$ cat src/verilog/lock_serr_pkg.sv
// Register map, fields and types for lock and system error control
package lock_serr_pkg;
    // Register word byte addresses
    localparam logic [3:0] ADDR_CTRL = 4'h0;
    localparam logic [3:0] ADDR_MASK = 4'h4;
    localparam logic [3:0] ADDR_EVT = 4'h8;
    localparam logic [3:0] ADDR_STAT = 4'hc;
    // Control register bit positions
    localparam int CTRL_SERR_EN = 0;
    localparam int CTRL_FWD_EN = 1;
    localparam int CTRL_MTO_EN = 2;
    localparam int CTRL_MA_MODE = 3;
    // Event bit positions
    localparam int EV_TA_PW = 0;
    localparam int EV_MA_PW = 1;
    localparam int EV_RTY_PW = 2;
    localparam int EV_PERR_PW = 3;
    localparam int EV_RTY_DW = 4;
    localparam int EV_RTY_DR = 5;
    localparam int EV_MTO = 6;
    localparam int NUM_EV = 7;
    // Status register bit positions
    localparam int ST_SIG_SERR = 0;
    localparam int ST_RCV_SERR = 1;
    localparam int ST_LOCK_TGT = 2;
    localparam int ST_LOCK_INI = 3;
    localparam int ST_ABN_TERM = 4;
    localparam logic [31:0] RESET_WORD = 32'h0000_0000;
    localparam logic [31:0] UNMAPPED_WORD = 32'h0000_0000;
    // Log2 of the default target retry count before data is abandoned
    localparam int RETRY_LIMIT_LOG2 = 24;

    // Transaction command class seen at the primary target
    typedef enum logic [2:0] {
        CMD_MEM_READ,
        CMD_MEM_WRITE,
        CMD_IO,
        CMD_CFG0,
        CMD_CFG1,
        CMD_OTHER
    } cmd_t;

    // Primary-side locked request from the target decoder
    typedef struct packed {
        logic valid;    // One-cycle request
        logic locked;   // Lock sampled per locked sequence
        logic downstream; // Target on secondary side
        logic first;    // Initial access of a sequence
        cmd_t cmd;
    } lock_req_t;

    // Answer to the primary target
    typedef struct packed {
        logic retry;
        logic master_abort;
        logic forward_locked;
        logic no_prefetch;
    } lock_rsp_t;

    // Lock sequence state
    typedef enum logic [2:0] {
        LK_IDLE,
        LK_QUEUED,
        LK_WAIT_BUS,
        LK_TGT_LOCKED,
        LK_BOTH_LOCKED,
        LK_ABORTED
    } lock_state_t;
endpackage
$ cat src/verilog/lock_serr_ctrl.sv
// Lock forwarding and primary system error reporting for a bridge
//
// Overview of operation
// System error output asserts only with its enable bit set.
// Each system error assertion sets the signaled flag.
// Forwarded secondary error drives output and sets received flag.
// Posted write aborts, parity, retry exhaustion events raise system error.
// Event register records causes; mask bits suppress events.
// Master timeout gated only by its own enable, no mask bit.
// Primary and secondary locks independent unless crossing bridge.
// Initiator checks idle bus and free lock, asserts lock after address.
// Only downstream locks honoured; upstream locks forwarded unlocked.
// Initial locked request retried when a lock exists or target bus locked; not retried in LK_TGT_LOCKED or LK_ABORTED.
// First locked access not memory read ends with master abort.
// Locked sequence still posts writes and never prefetches reads.
// Queued locked read blocks queueing; older work finishes first.
// Locked read issued at queue head, waits for foreign lock release.
// Target lock on first data; initiator lock on matching repeat read.
// Master timeout raises error, discards data, releases target lock.
// After target lock, forwarded locked accesses drive target lock.
// Target retry releases lock only on first transaction of sequence.
// Delayed final access: release target lock after lock and frame idle.
// Posted final write releases target lock at end of the write.
// Aborted locked delayed access returns abort, no lock, sets status.
// Locked posted write abort raises error; master abort needs abort mode.
// Reset clears lock and error event state.
//
// Added by the designer: the address map and the Avalon-MM slave port.
module lock_serr_ctrl
    import lock_serr_pkg::*;
(
    input wire logic i_clk,                  // 20 MHz clock
    input wire logic i_rstn,                 // Async reset, active low
    // Avalon-MM slave
    input wire logic [3:0] i_avs_address,    // Byte address
    input wire logic i_avs_read,             // Read strobe
    input wire logic i_avs_write,            // Write strobe
    input wire logic [31:0] i_avs_writedata, // Write data
    input wire logic [3:0] i_avs_byteenable, // Byte lanes
    output logic [31:0] o_avs_readdata,      // Read data, registered
    output logic o_avs_waitrequest,          // Wait, combinational
    // Error events from the bridge queues, one-cycle pulses
    input wire logic [NUM_EV-1:0] i_event,   // Error causes
    input wire logic i_event_locked_pw,      // Event belongs to locked posted write
    input wire logic i_secondary_system_error_in_n, // Secondary error, active low
    output logic o_primary_system_error_out_oe_n,   // Open-drain enable, low drives
    // Primary locked request and answer
    input wire lock_req_t i_req,             // Decoded primary access
    output lock_rsp_t o_rsp,                 // Registered answer
    input wire logic i_pri_lock_n,           // Primary lock pin, active low
    input wire logic i_pri_frame_n,          // Primary frame, active low
    // Secondary side
    input wire logic i_queue_older_empty,    // Older queued work done
    input wire logic i_sec_idle,             // Secondary bus idle
    input wire logic i_sec_lock_in_n,        // Secondary lock pin, active low
    input wire logic i_sec_data_done,        // Locked read data phase done
    input wire logic i_sec_retry,            // Target retry on locked access
    input wire logic i_sec_abort,            // Target or master abort
    input wire logic i_repeat_match,         // Repeat read matches, data returned
    input wire logic i_pw_done_unlock,       // Final locked posted write ended
    output logic o_queue_block,              // Refuse new queue entries
    output logic o_issue_locked,             // Start locked read on secondary
    output logic o_sec_lock_out_oe_n,        // Secondary lock drive enable, low drives
    output logic o_pri_lock_held             // Primary initiator lock established
);
    logic [31:0] ctrl_r;
    logic [NUM_EV-1:0] mask_r;
    logic [NUM_EV-1:0] evt_r;
    logic sig_serr_r;
    logic rcv_serr_r;
    logic abn_term_r;
    logic serr_r;
    logic rd_pend_r;
    logic lock_in_prev_r;
    lock_state_t state_r;
    logic [NUM_EV-1:0] ev_gate;
    logic serr_cause;
    logic sec_serr;
    logic acc;
    logic tgt_locked;
    logic stat_wr;

    assign acc = i_avs_read | i_avs_write;
    assign sec_serr = ~i_secondary_system_error_in_n;
    assign stat_wr = i_avs_write && i_avs_address == ADDR_STAT && i_avs_byteenable[0];

    // Writes take no wait; reads wait one cycle for registered data
    assign o_avs_waitrequest = i_avs_read & ~rd_pend_r;

    // Bus write decode for control and mask
    always_ff @(posedge i_clk or negedge i_rstn) begin
        if (!i_rstn) begin
            ctrl_r <= RESET_WORD;
            mask_r <= '0;
        end else if (i_avs_write) begin
            if (i_avs_address == ADDR_CTRL && i_avs_byteenable[0]) begin
                ctrl_r[7:0] <= i_avs_writedata[7:0];
            end
            if (i_avs_address == ADDR_MASK && i_avs_byteenable[0]) begin
                mask_r <= i_avs_writedata[NUM_EV-1:0];
            end
        end
    end

    // Read data, one cycle after the strobe
    always_ff @(posedge i_clk or negedge i_rstn) begin
        if (!i_rstn) begin
            rd_pend_r <= 1'b0;
            o_avs_readdata <= RESET_WORD;
        end else begin
            rd_pend_r <= i_avs_read & ~rd_pend_r;
            if (i_avs_read & ~rd_pend_r) begin
                case (i_avs_address)
                    ADDR_CTRL: o_avs_readdata <= {24'h000000, ctrl_r[7:0]};
                    ADDR_MASK: o_avs_readdata <= {{(32-NUM_EV){1'b0}}, mask_r};
                    ADDR_EVT: o_avs_readdata <= {{(32-NUM_EV){1'b0}}, evt_r};
                    ADDR_STAT: o_avs_readdata <= {27'h0000000, abn_term_r,
                        o_pri_lock_held, tgt_locked, rcv_serr_r, sig_serr_r};
                    default: o_avs_readdata <= UNMAPPED_WORD;
                endcase
            end
        end
    end

    // Gating: locked posted write master abort needs abort mode, timeout its own enable
    always_comb begin
        ev_gate = i_event & ~mask_r;
        // abort mode gating
        if (!ctrl_r[CTRL_MA_MODE] && i_event_locked_pw) begin
            ev_gate[EV_MA_PW] = 1'b0;
        end
        // timeout enable only
        ev_gate[EV_MTO] = i_event[EV_MTO] & ctrl_r[CTRL_MTO_EN];
    end

    // causes, forwarded secondary error included
    assign serr_cause = (|ev_gate) | (sec_serr & ctrl_r[CTRL_FWD_EN]);

    // output needs the enable bit
    always_ff @(posedge i_clk or negedge i_rstn) begin
        if (!i_rstn) begin
            serr_r <= 1'b0;
        end else begin
            serr_r <= serr_cause & ctrl_r[CTRL_SERR_EN];
        end
    end
    assign o_primary_system_error_out_oe_n = ~serr_r;

    // sticky event record, set wins over write-one clear
    always_ff @(posedge i_clk or negedge i_rstn) begin
        if (!i_rstn) begin
            evt_r <= '0;
        end else begin
            for (int i = 0; i < NUM_EV; i++) begin
                if (ev_gate[i] && ctrl_r[CTRL_SERR_EN]) begin
                    evt_r[i] <= 1'b1;
                end else if (i_avs_write && i_avs_address == ADDR_EVT &&
                             i_avs_byteenable[0] && i_avs_writedata[i]) begin
                    evt_r[i] <= 1'b0;
                end
            end
        end
    end

    // signaled flag; R03: received flag; both write-one clear
    always_ff @(posedge i_clk or negedge i_rstn) begin
        if (!i_rstn) begin
            sig_serr_r <= 1'b0;
            rcv_serr_r <= 1'b0;
            abn_term_r <= 1'b0;
        end else begin
            if (serr_r) begin
                sig_serr_r <= 1'b1;
            end else if (stat_wr && i_avs_writedata[ST_SIG_SERR]) begin
                sig_serr_r <= 1'b0;
            end
            if (sec_serr && ctrl_r[CTRL_FWD_EN]) begin
                rcv_serr_r <= 1'b1;
            end else if (stat_wr && i_avs_writedata[ST_RCV_SERR]) begin
                rcv_serr_r <= 1'b0;
            end
            // abnormal termination status
            if (state_r == LK_WAIT_BUS && i_sec_abort) begin
                abn_term_r <= 1'b1;
            end else if (stat_wr && i_avs_writedata[ST_ABN_TERM]) begin
                abn_term_r <= 1'b0;
            end
        end
    end

    // Previous primary lock level, for release detection
    always_ff @(posedge i_clk or negedge i_rstn) begin
        if (!i_rstn) begin
            lock_in_prev_r <= 1'b0;
        end else begin
            lock_in_prev_r <= ~i_pri_lock_n;
        end
    end

    // only crossing sequences reach here; local locks untouched
    // reset to unlocked
    always_ff @(posedge i_clk or negedge i_rstn) begin
        if (!i_rstn) begin
            state_r <= LK_IDLE;
        end else begin
            case (state_r)
                // upstream locked requests ignored here
                LK_IDLE: begin
                    if (i_req.valid && i_req.locked && i_req.downstream && i_req.first &&
                        i_req.cmd == CMD_MEM_READ && i_sec_lock_in_n) begin
                        state_r <= LK_QUEUED;
                    end
                end
                // wait for queue head, idle free target bus
                LK_QUEUED: begin
                    if (i_queue_older_empty && i_sec_idle && i_sec_lock_in_n) begin
                        state_r <= LK_WAIT_BUS;
                    end
                end
                LK_WAIT_BUS: begin
                    // abort gives no lock
                    if (i_sec_abort) begin
                        state_r <= LK_ABORTED;
                    // retry on first access drops the attempt
                    end else if (i_sec_retry) begin
                        state_r <= LK_QUEUED;
                    // target lock on first data
                    end else if (i_sec_data_done) begin
                        state_r <= LK_TGT_LOCKED;
                    end
                end
                LK_TGT_LOCKED: begin
                    // timeout discards and releases
                    if (i_event[EV_MTO]) begin
                        state_r <= LK_IDLE;
                    // initiator lock on matching repeat
                    end else if (i_repeat_match) begin
                        state_r <= LK_BOTH_LOCKED;
                    end
                end
                LK_BOTH_LOCKED: begin
                    // release after lock and frame idle; R20: posted write end
                    if ((i_pri_lock_n && i_pri_frame_n && !lock_in_prev_r) ||
                        i_pw_done_unlock) begin
                        state_r <= LK_IDLE;
                    end
                end
                // Abort returned to repeats until the initiator drops its lock
                LK_ABORTED: begin
                    if (i_pri_lock_n && i_pri_frame_n) begin
                        state_r <= LK_IDLE;
                    end
                end
                default: state_r <= LK_IDLE;
            endcase
        end
    end

    assign tgt_locked = state_r == LK_TGT_LOCKED || state_r == LK_BOTH_LOCKED;
    assign o_pri_lock_held = state_r == LK_BOTH_LOCKED;
    // block queueing while locked read pending or held
    assign o_queue_block = state_r != LK_IDLE;
    // issue; lock drive follows address
    assign o_issue_locked = state_r == LK_QUEUED && i_queue_older_empty &&
        i_sec_idle && i_sec_lock_in_n;
    // hold target lock while sequence lives
    assign o_sec_lock_out_oe_n = ~(tgt_locked ||
        (state_r == LK_WAIT_BUS && !i_sec_idle));

    // Answers to primary accesses, registered
    always_ff @(posedge i_clk or negedge i_rstn) begin
        if (!i_rstn) begin
            o_rsp <= '0;
        end else begin
            o_rsp <= '0;
            if (i_req.valid && i_req.downstream) begin
                // retry when lock exists or target locked by another, except in LK_TGT_LOCKED and LK_ABORTED
                if (i_req.locked && i_req.first && (state_r != LK_IDLE || !i_sec_lock_in_n)) begin
                    o_rsp.retry <= (state_r != LK_TGT_LOCKED && state_r != LK_ABORTED);
                // non-read first locked access aborts
                end else if (i_req.locked && i_req.first && i_req.cmd != CMD_MEM_READ) begin
                    o_rsp.master_abort <= 1'b1;
                // retry cross-bridge traffic during a sequence
                end else if (!i_req.locked && state_r != LK_IDLE) begin
                    o_rsp.retry <= 1'b1;
                end
                // repeat gets the abort
                if (state_r == LK_ABORTED && i_req.locked) begin
                    o_rsp.master_abort <= 1'b1;
                end
                // no prefetch on locked reads; R17: forward locked
                o_rsp.no_prefetch <= i_req.locked;
                o_rsp.forward_locked <= i_req.locked && state_r == LK_BOTH_LOCKED;
            end
        end
    end

    // output never without enable
    chk_serr_enable: assert property (@(posedge i_clk) disable iff (!i_rstn)
        !o_primary_system_error_out_oe_n |-> $past(ctrl_r[CTRL_SERR_EN]))
        else $error("system error driven while disabled");
    // signaled flag follows output
    chk_sig_flag: assert property (@(posedge i_clk) disable iff (!i_rstn)
        !o_primary_system_error_out_oe_n |=> sig_serr_r)
        else $error("signaled flag not set");
    // forwarded error drives output
    chk_fwd_serr: assert property (@(posedge i_clk) disable iff (!i_rstn)
        sec_serr && ctrl_r[CTRL_FWD_EN] && ctrl_r[CTRL_SERR_EN]
        |=> !o_primary_system_error_out_oe_n && rcv_serr_r)
        else $error("secondary error not forwarded");
    // masked event not recorded
    chk_mask_event: assert property (@(posedge i_clk) disable iff (!i_rstn)
        i_event[EV_TA_PW] && mask_r[EV_TA_PW] && !evt_r[EV_TA_PW] && !i_avs_write
        |=> !evt_r[EV_TA_PW])
        else $error("masked event recorded");
    // timeout needs its enable
    chk_mto_gate: assert property (@(posedge i_clk) disable iff (!i_rstn)
        i_event[EV_MTO] && !ctrl_r[CTRL_MTO_EN] |-> !ev_gate[EV_MTO])
        else $error("timeout passed without enable");
    // first I/O locked access aborts
    chk_first_read: assert property (@(posedge i_clk) disable iff (!i_rstn)
        i_req.valid && i_req.downstream && i_req.locked && i_req.first &&
        i_req.cmd == CMD_IO && state_r == LK_IDLE && i_sec_lock_in_n
        |=> o_rsp.master_abort)
        else $error("non-read locked start not aborted");
    // queue blocked in sequence
    chk_queue_block: assert property (@(posedge i_clk) disable iff (!i_rstn)
        $rose(state_r == LK_QUEUED) |-> o_queue_block)
        else $error("queue not blocked");
    // timeout releases target lock
    chk_mto_release: assert property (@(posedge i_clk) disable iff (!i_rstn)
        state_r == LK_TGT_LOCKED && i_event[EV_MTO] |=> o_sec_lock_out_oe_n)
        else $error("lock kept after timeout");
    // posted write end releases lock
    chk_pw_release: assert property (@(posedge i_clk) disable iff (!i_rstn)
        state_r == LK_BOTH_LOCKED && i_pw_done_unlock |=> state_r == LK_IDLE)
        else $error("lock kept after posted write");
endmodule

$ cat config.mk
export PLATFORM = sky130hd
export DESIGN_NAME = lock_serr_ctrl
export DESIGN_NICKNAME = d
export VERILOG_FILES = /design/src/verilog/lock_serr_pkg.sv /design/src/verilog/lock_serr_ctrl.sv
export SDC_FILE = /design/constraint.sdc
export NUM_CORES = 1
export LEC_CHECK = 0
export ABC_AREA = 1
export BUFFER_PORTS_ARGS = -buffer_cell sky130_fd_sc_hd__buf_2
export CAP_MARGIN = 20
export CORE_ASPECT_RATIO = 2
export CORE_MARGIN = 2
export CORE_UTILIZATION = 45
export CTS_CLUSTER_SIZE = 12
export DETAILED_ROUTE_END_ITERATION = 16
export PLACE_DENSITY = 0.89
export SETUP_SLACK_MARGIN = 0.2
export SKIP_LAST_GASP = 1
export SLEW_MARGIN = 20
export SYNTH_ARGS = -nofsm -noshare
export SYNTH_HDL_FRONTEND = slang
export SYNTH_SLANG_ARGS = --single-unit
$ cat constraint.sdc
create_clock -name i_clk -period 1.6 [get_ports i_clk]
set_input_delay 0.32 -clock i_clk [delete_from_list [all_inputs] [get_ports i_clk]]
set_output_delay 0.32 -clock i_clk [all_outputs]
set_load 0.03 [all_outputs]
==> results.md <==
* CTS Buffer Depth at 2
* P_leak at 1.658 nW
* Max-slew headroom at 63.96%
* Area Growth Syn to Fin at 26.29%
* Tcrit/Tclk final at 101.7%
* # setup viols final at 3
* DR top layer: met4
* Final min period at 1628 ps
* Met1 Wirelength at 1976 um
* Fillcell total at 453
* ANT cells at 0
* Vias per cell at 5.171
* DRC violations left at 0
* Worst setup EP type: primary output
* Final hold violation count at 0
* YS warnings at 0
* FMAX at 614.4 MHz
* Met3 wire len at 314 um
* Post-Syn Instances at 301
* Status: finished with violations
* GP Congestion at 0.8972
* Commonest non-fill, non-tap cell in the layout: nand2_1
* Setup ws final at -27.66 ps
* CTS tree: done
* Core Rows at 37
* Crit start category: flip-flop
* Failing checks: negative setup slack
* Max FO, Critical Path at 4
* CTS Root Cell: clkbuf_8
* H-tree depth at 2
* Core area at 0.005139 mm^2
* Final TNS setup at -49.74 ps
* Starting Density at 46.41%
* Final Util at 58.61%
* Arrival time worst endpoint at 1310 ps
* Antenna violations before repair at 0
* Commonest cells after routing, fill and taps aside: nand2_1 (83), buf_2 (56), dfrtp_1 (40), inv_1 (31), o21ai_0 (27)
* HPWL Detailed at 4346 um
* Layout cell share with drive strength beyond 1 at 35.70%
* DR WL met2 at 3447 um
* Final layout net count at 450
* RSZ-0062 raised after global routing: true
* WL/cell at 13.73 um
* Reg area at 0.001080 mm^2
* Post-synthesis sequential area ratio at 45.12%
* Register bit total from synthesis at 43
* DRT Wirelength at 6028 um
* Worst path slowest cell: dfrtp_2
* Reg clk slew, reported paths at 80 ps
* Crit path largest cell delay at 470 ps
* Die width at 55.48 um
* Clk sinks at 43
* Grt ovf at 0
* Area of the multi-input gates at 0.001154 mm^2
* Cts bufs inserted at 5
* Drt pass-1 iters at 4
* Clock Latency Late Sink at 300 ps
* DIE HEIGHT at 107.0 um
* Worst Tran Pin Value at 540.6 ps
* Vias in the first global route at 2264
* Total of max-cap violations at 0
* First-pass GRT wire length at 9929 um
* Global-route usage over all layers at 21.27%
* Maximum vdd drop at 1131 uV
* Initial DRC Count at 54
* Cell Area, Synth at 0.002385 mm^2
* Buffers on Ports at 60
* I/O pin cnt at 112
* Synth unique cells at 28
* Die ar. at 0.005933 mm^2
* Crit path kind: flip-flop to primary output
* Via count at 2270
* Mapped Avg Cell Area at 7.923 um^2
* Crit-path most repeated cell: buf_6
* Power Density at 1327 mW/mm^2
* Total Power at 3.997 mW
* Pins Over Slew Limit at 0
* Critical Path RT at 1280 ps
* Pin count of the biggest net entering global routing at 44
* Clock skew at 5.896 ps
* Crit-path cells: buf_6 -> nand3_4 -> nand2_4 -> nor2_4 -> buf_6
* Min-Delay Path Class: input port to async pin
* Antenna viol nets, final at 0
## registers in the layout (all words and copies together) (netlist names)
name            cells
serr_r              1
state_r             3
lock_in_prev_r      1
o_avs_readdata      8
ctrl_r              8
o_rsp               4
mask_r              7
rd_pend_r           1
abn_term_r          1
sig_serr_r          1
evt_r               7
rcv_serr_r          1
## power by group
group | switching [mW] | total, mW | internal, mW
combinational | 1.01 | 1.64 | 0.637
sequential | 0.172 | 1.47 | 1.30
clock | 0.379 | 0.884 | 0.505
total | 1.56 | 4.00 | 2.44
## critical path, delay by kind of cell, from the launching register on
kind / cells / cell delay (ps)
buf+inv: 2 / 280
simple gates: 3 / 260
flops: 1 / 470
## Yosys cell counts
cell      instances  area share [%]
a21boi_0          1            0.31
a21oi_1           2            0.42
buf_4            24             7.6
buf_6             2            0.94
conb_1            1            0.16
dfrtp_1          43              45
inv_1            33             5.2
inv_2             4            0.63
inv_4             1            0.26
mux2_4            1            0.63
nand2_1          88              14
nand2_2           3            0.79
nand2_4           3             1.4
nand3_1          12             2.5
nand3_2           1            0.42
nand4_1           8             2.1
nor2_1           17             2.7
nor2_2            5             1.3
nor2_4            2            0.94
nor3_1            1            0.21
nor3_2            1            0.42
o211ai_1          2            0.63
o21ai_0          27             5.7
o21ai_1           5             1.0
o21ai_2          10             3.7
o22ai_1           1            0.26
o31ai_1           1            0.31
or2_2             2            0.52
## stage by stage
step | instances | area [um^2] | setup WS (ps) | hold WS (ps)
after global routing | 439 | 3012 | -72.39 | 126.3
after CTS | 435 | 2920 | 15.19 | 106.0
after global placement | 420 | 2676 | 181.8 | 414.6
after floorplan | 324 | 2476 | 303.9 | 24.41
final | 439 | 3012 | -27.66 | 76.95
after detailed placement | 420 | 2676 | 167.9 | 422.9
## per-layer routing
metal | global-route usage (%) | up-vias
li1 | - | 1070
met1 | 20.54 | 1078
met2 | 40.82 | 94
met3 | 3.860 | 28
met4 | 11.85 | 0
met5 | 0 | -
## layout make-up
| cell class | instances | area share (%) |
|---|---|---|
| Sequential cell | 43 | 35.85 |
| Timing Repair Buffer | 75 | 14.54 |
| Clock inverter | 2 | 1.163 |
| Multi-Input combinational cell | 217 | 38.31 |
| Clock buffer | 6 | 2.742 |
| Inverter | 38 | 4.985 |
| Tap cell | 58 | 2.410 |
## what timing repair did
item | in CTS | in global routing
gates resized for setup | 24 | 15
pin swaps | 5 | 9
hold buffers | 0 | 0
buffers inserted | 7 | 4
endpoints found under the setup margin | 4 | 8
## final timing paths
| path | to | from | slack, ps | cells past startpoint |
|---|---|---|---|---|
| setup / recovery | o_sec_lock_out_oe_n | state_r[0] | -30 | 5 |
| max in group asynchronous | state_r[1] | i_rstn | 1120 | 2 |
| min in group i_clk | lock_in_prev_r | i_pri_lock_n | 170 | 2 |
| hold / removal | rd_pend_r | i_rstn | 80 | 2 |
| setup reg to reg | o_avs_readdata[2] | state_r[0] | 230 | 8 |
| hold reg to reg | sig_serr_r | serr_r | 460 | 2 |
## cell families (layout without fill, tap and decap cells)
| logic type | after synthesis | after routing | synth area share [%] |
|---|---|---|---|
| multiplexers | 1 | 1 | 0.6294 |
| buffers and inverters | 64 | 121 | 14.59 |
| other | 1 | 24 | 0.1572 |
| flip-flops | 43 | 43 | 45.12 |
| AND/OR/NAND/NOR | 143 | 143 | 27.18 |
| AO/OA/AOI/OAI | 49 | 49 | 12.33 |
Note: power is estimated with default switching activity, not from simulation.
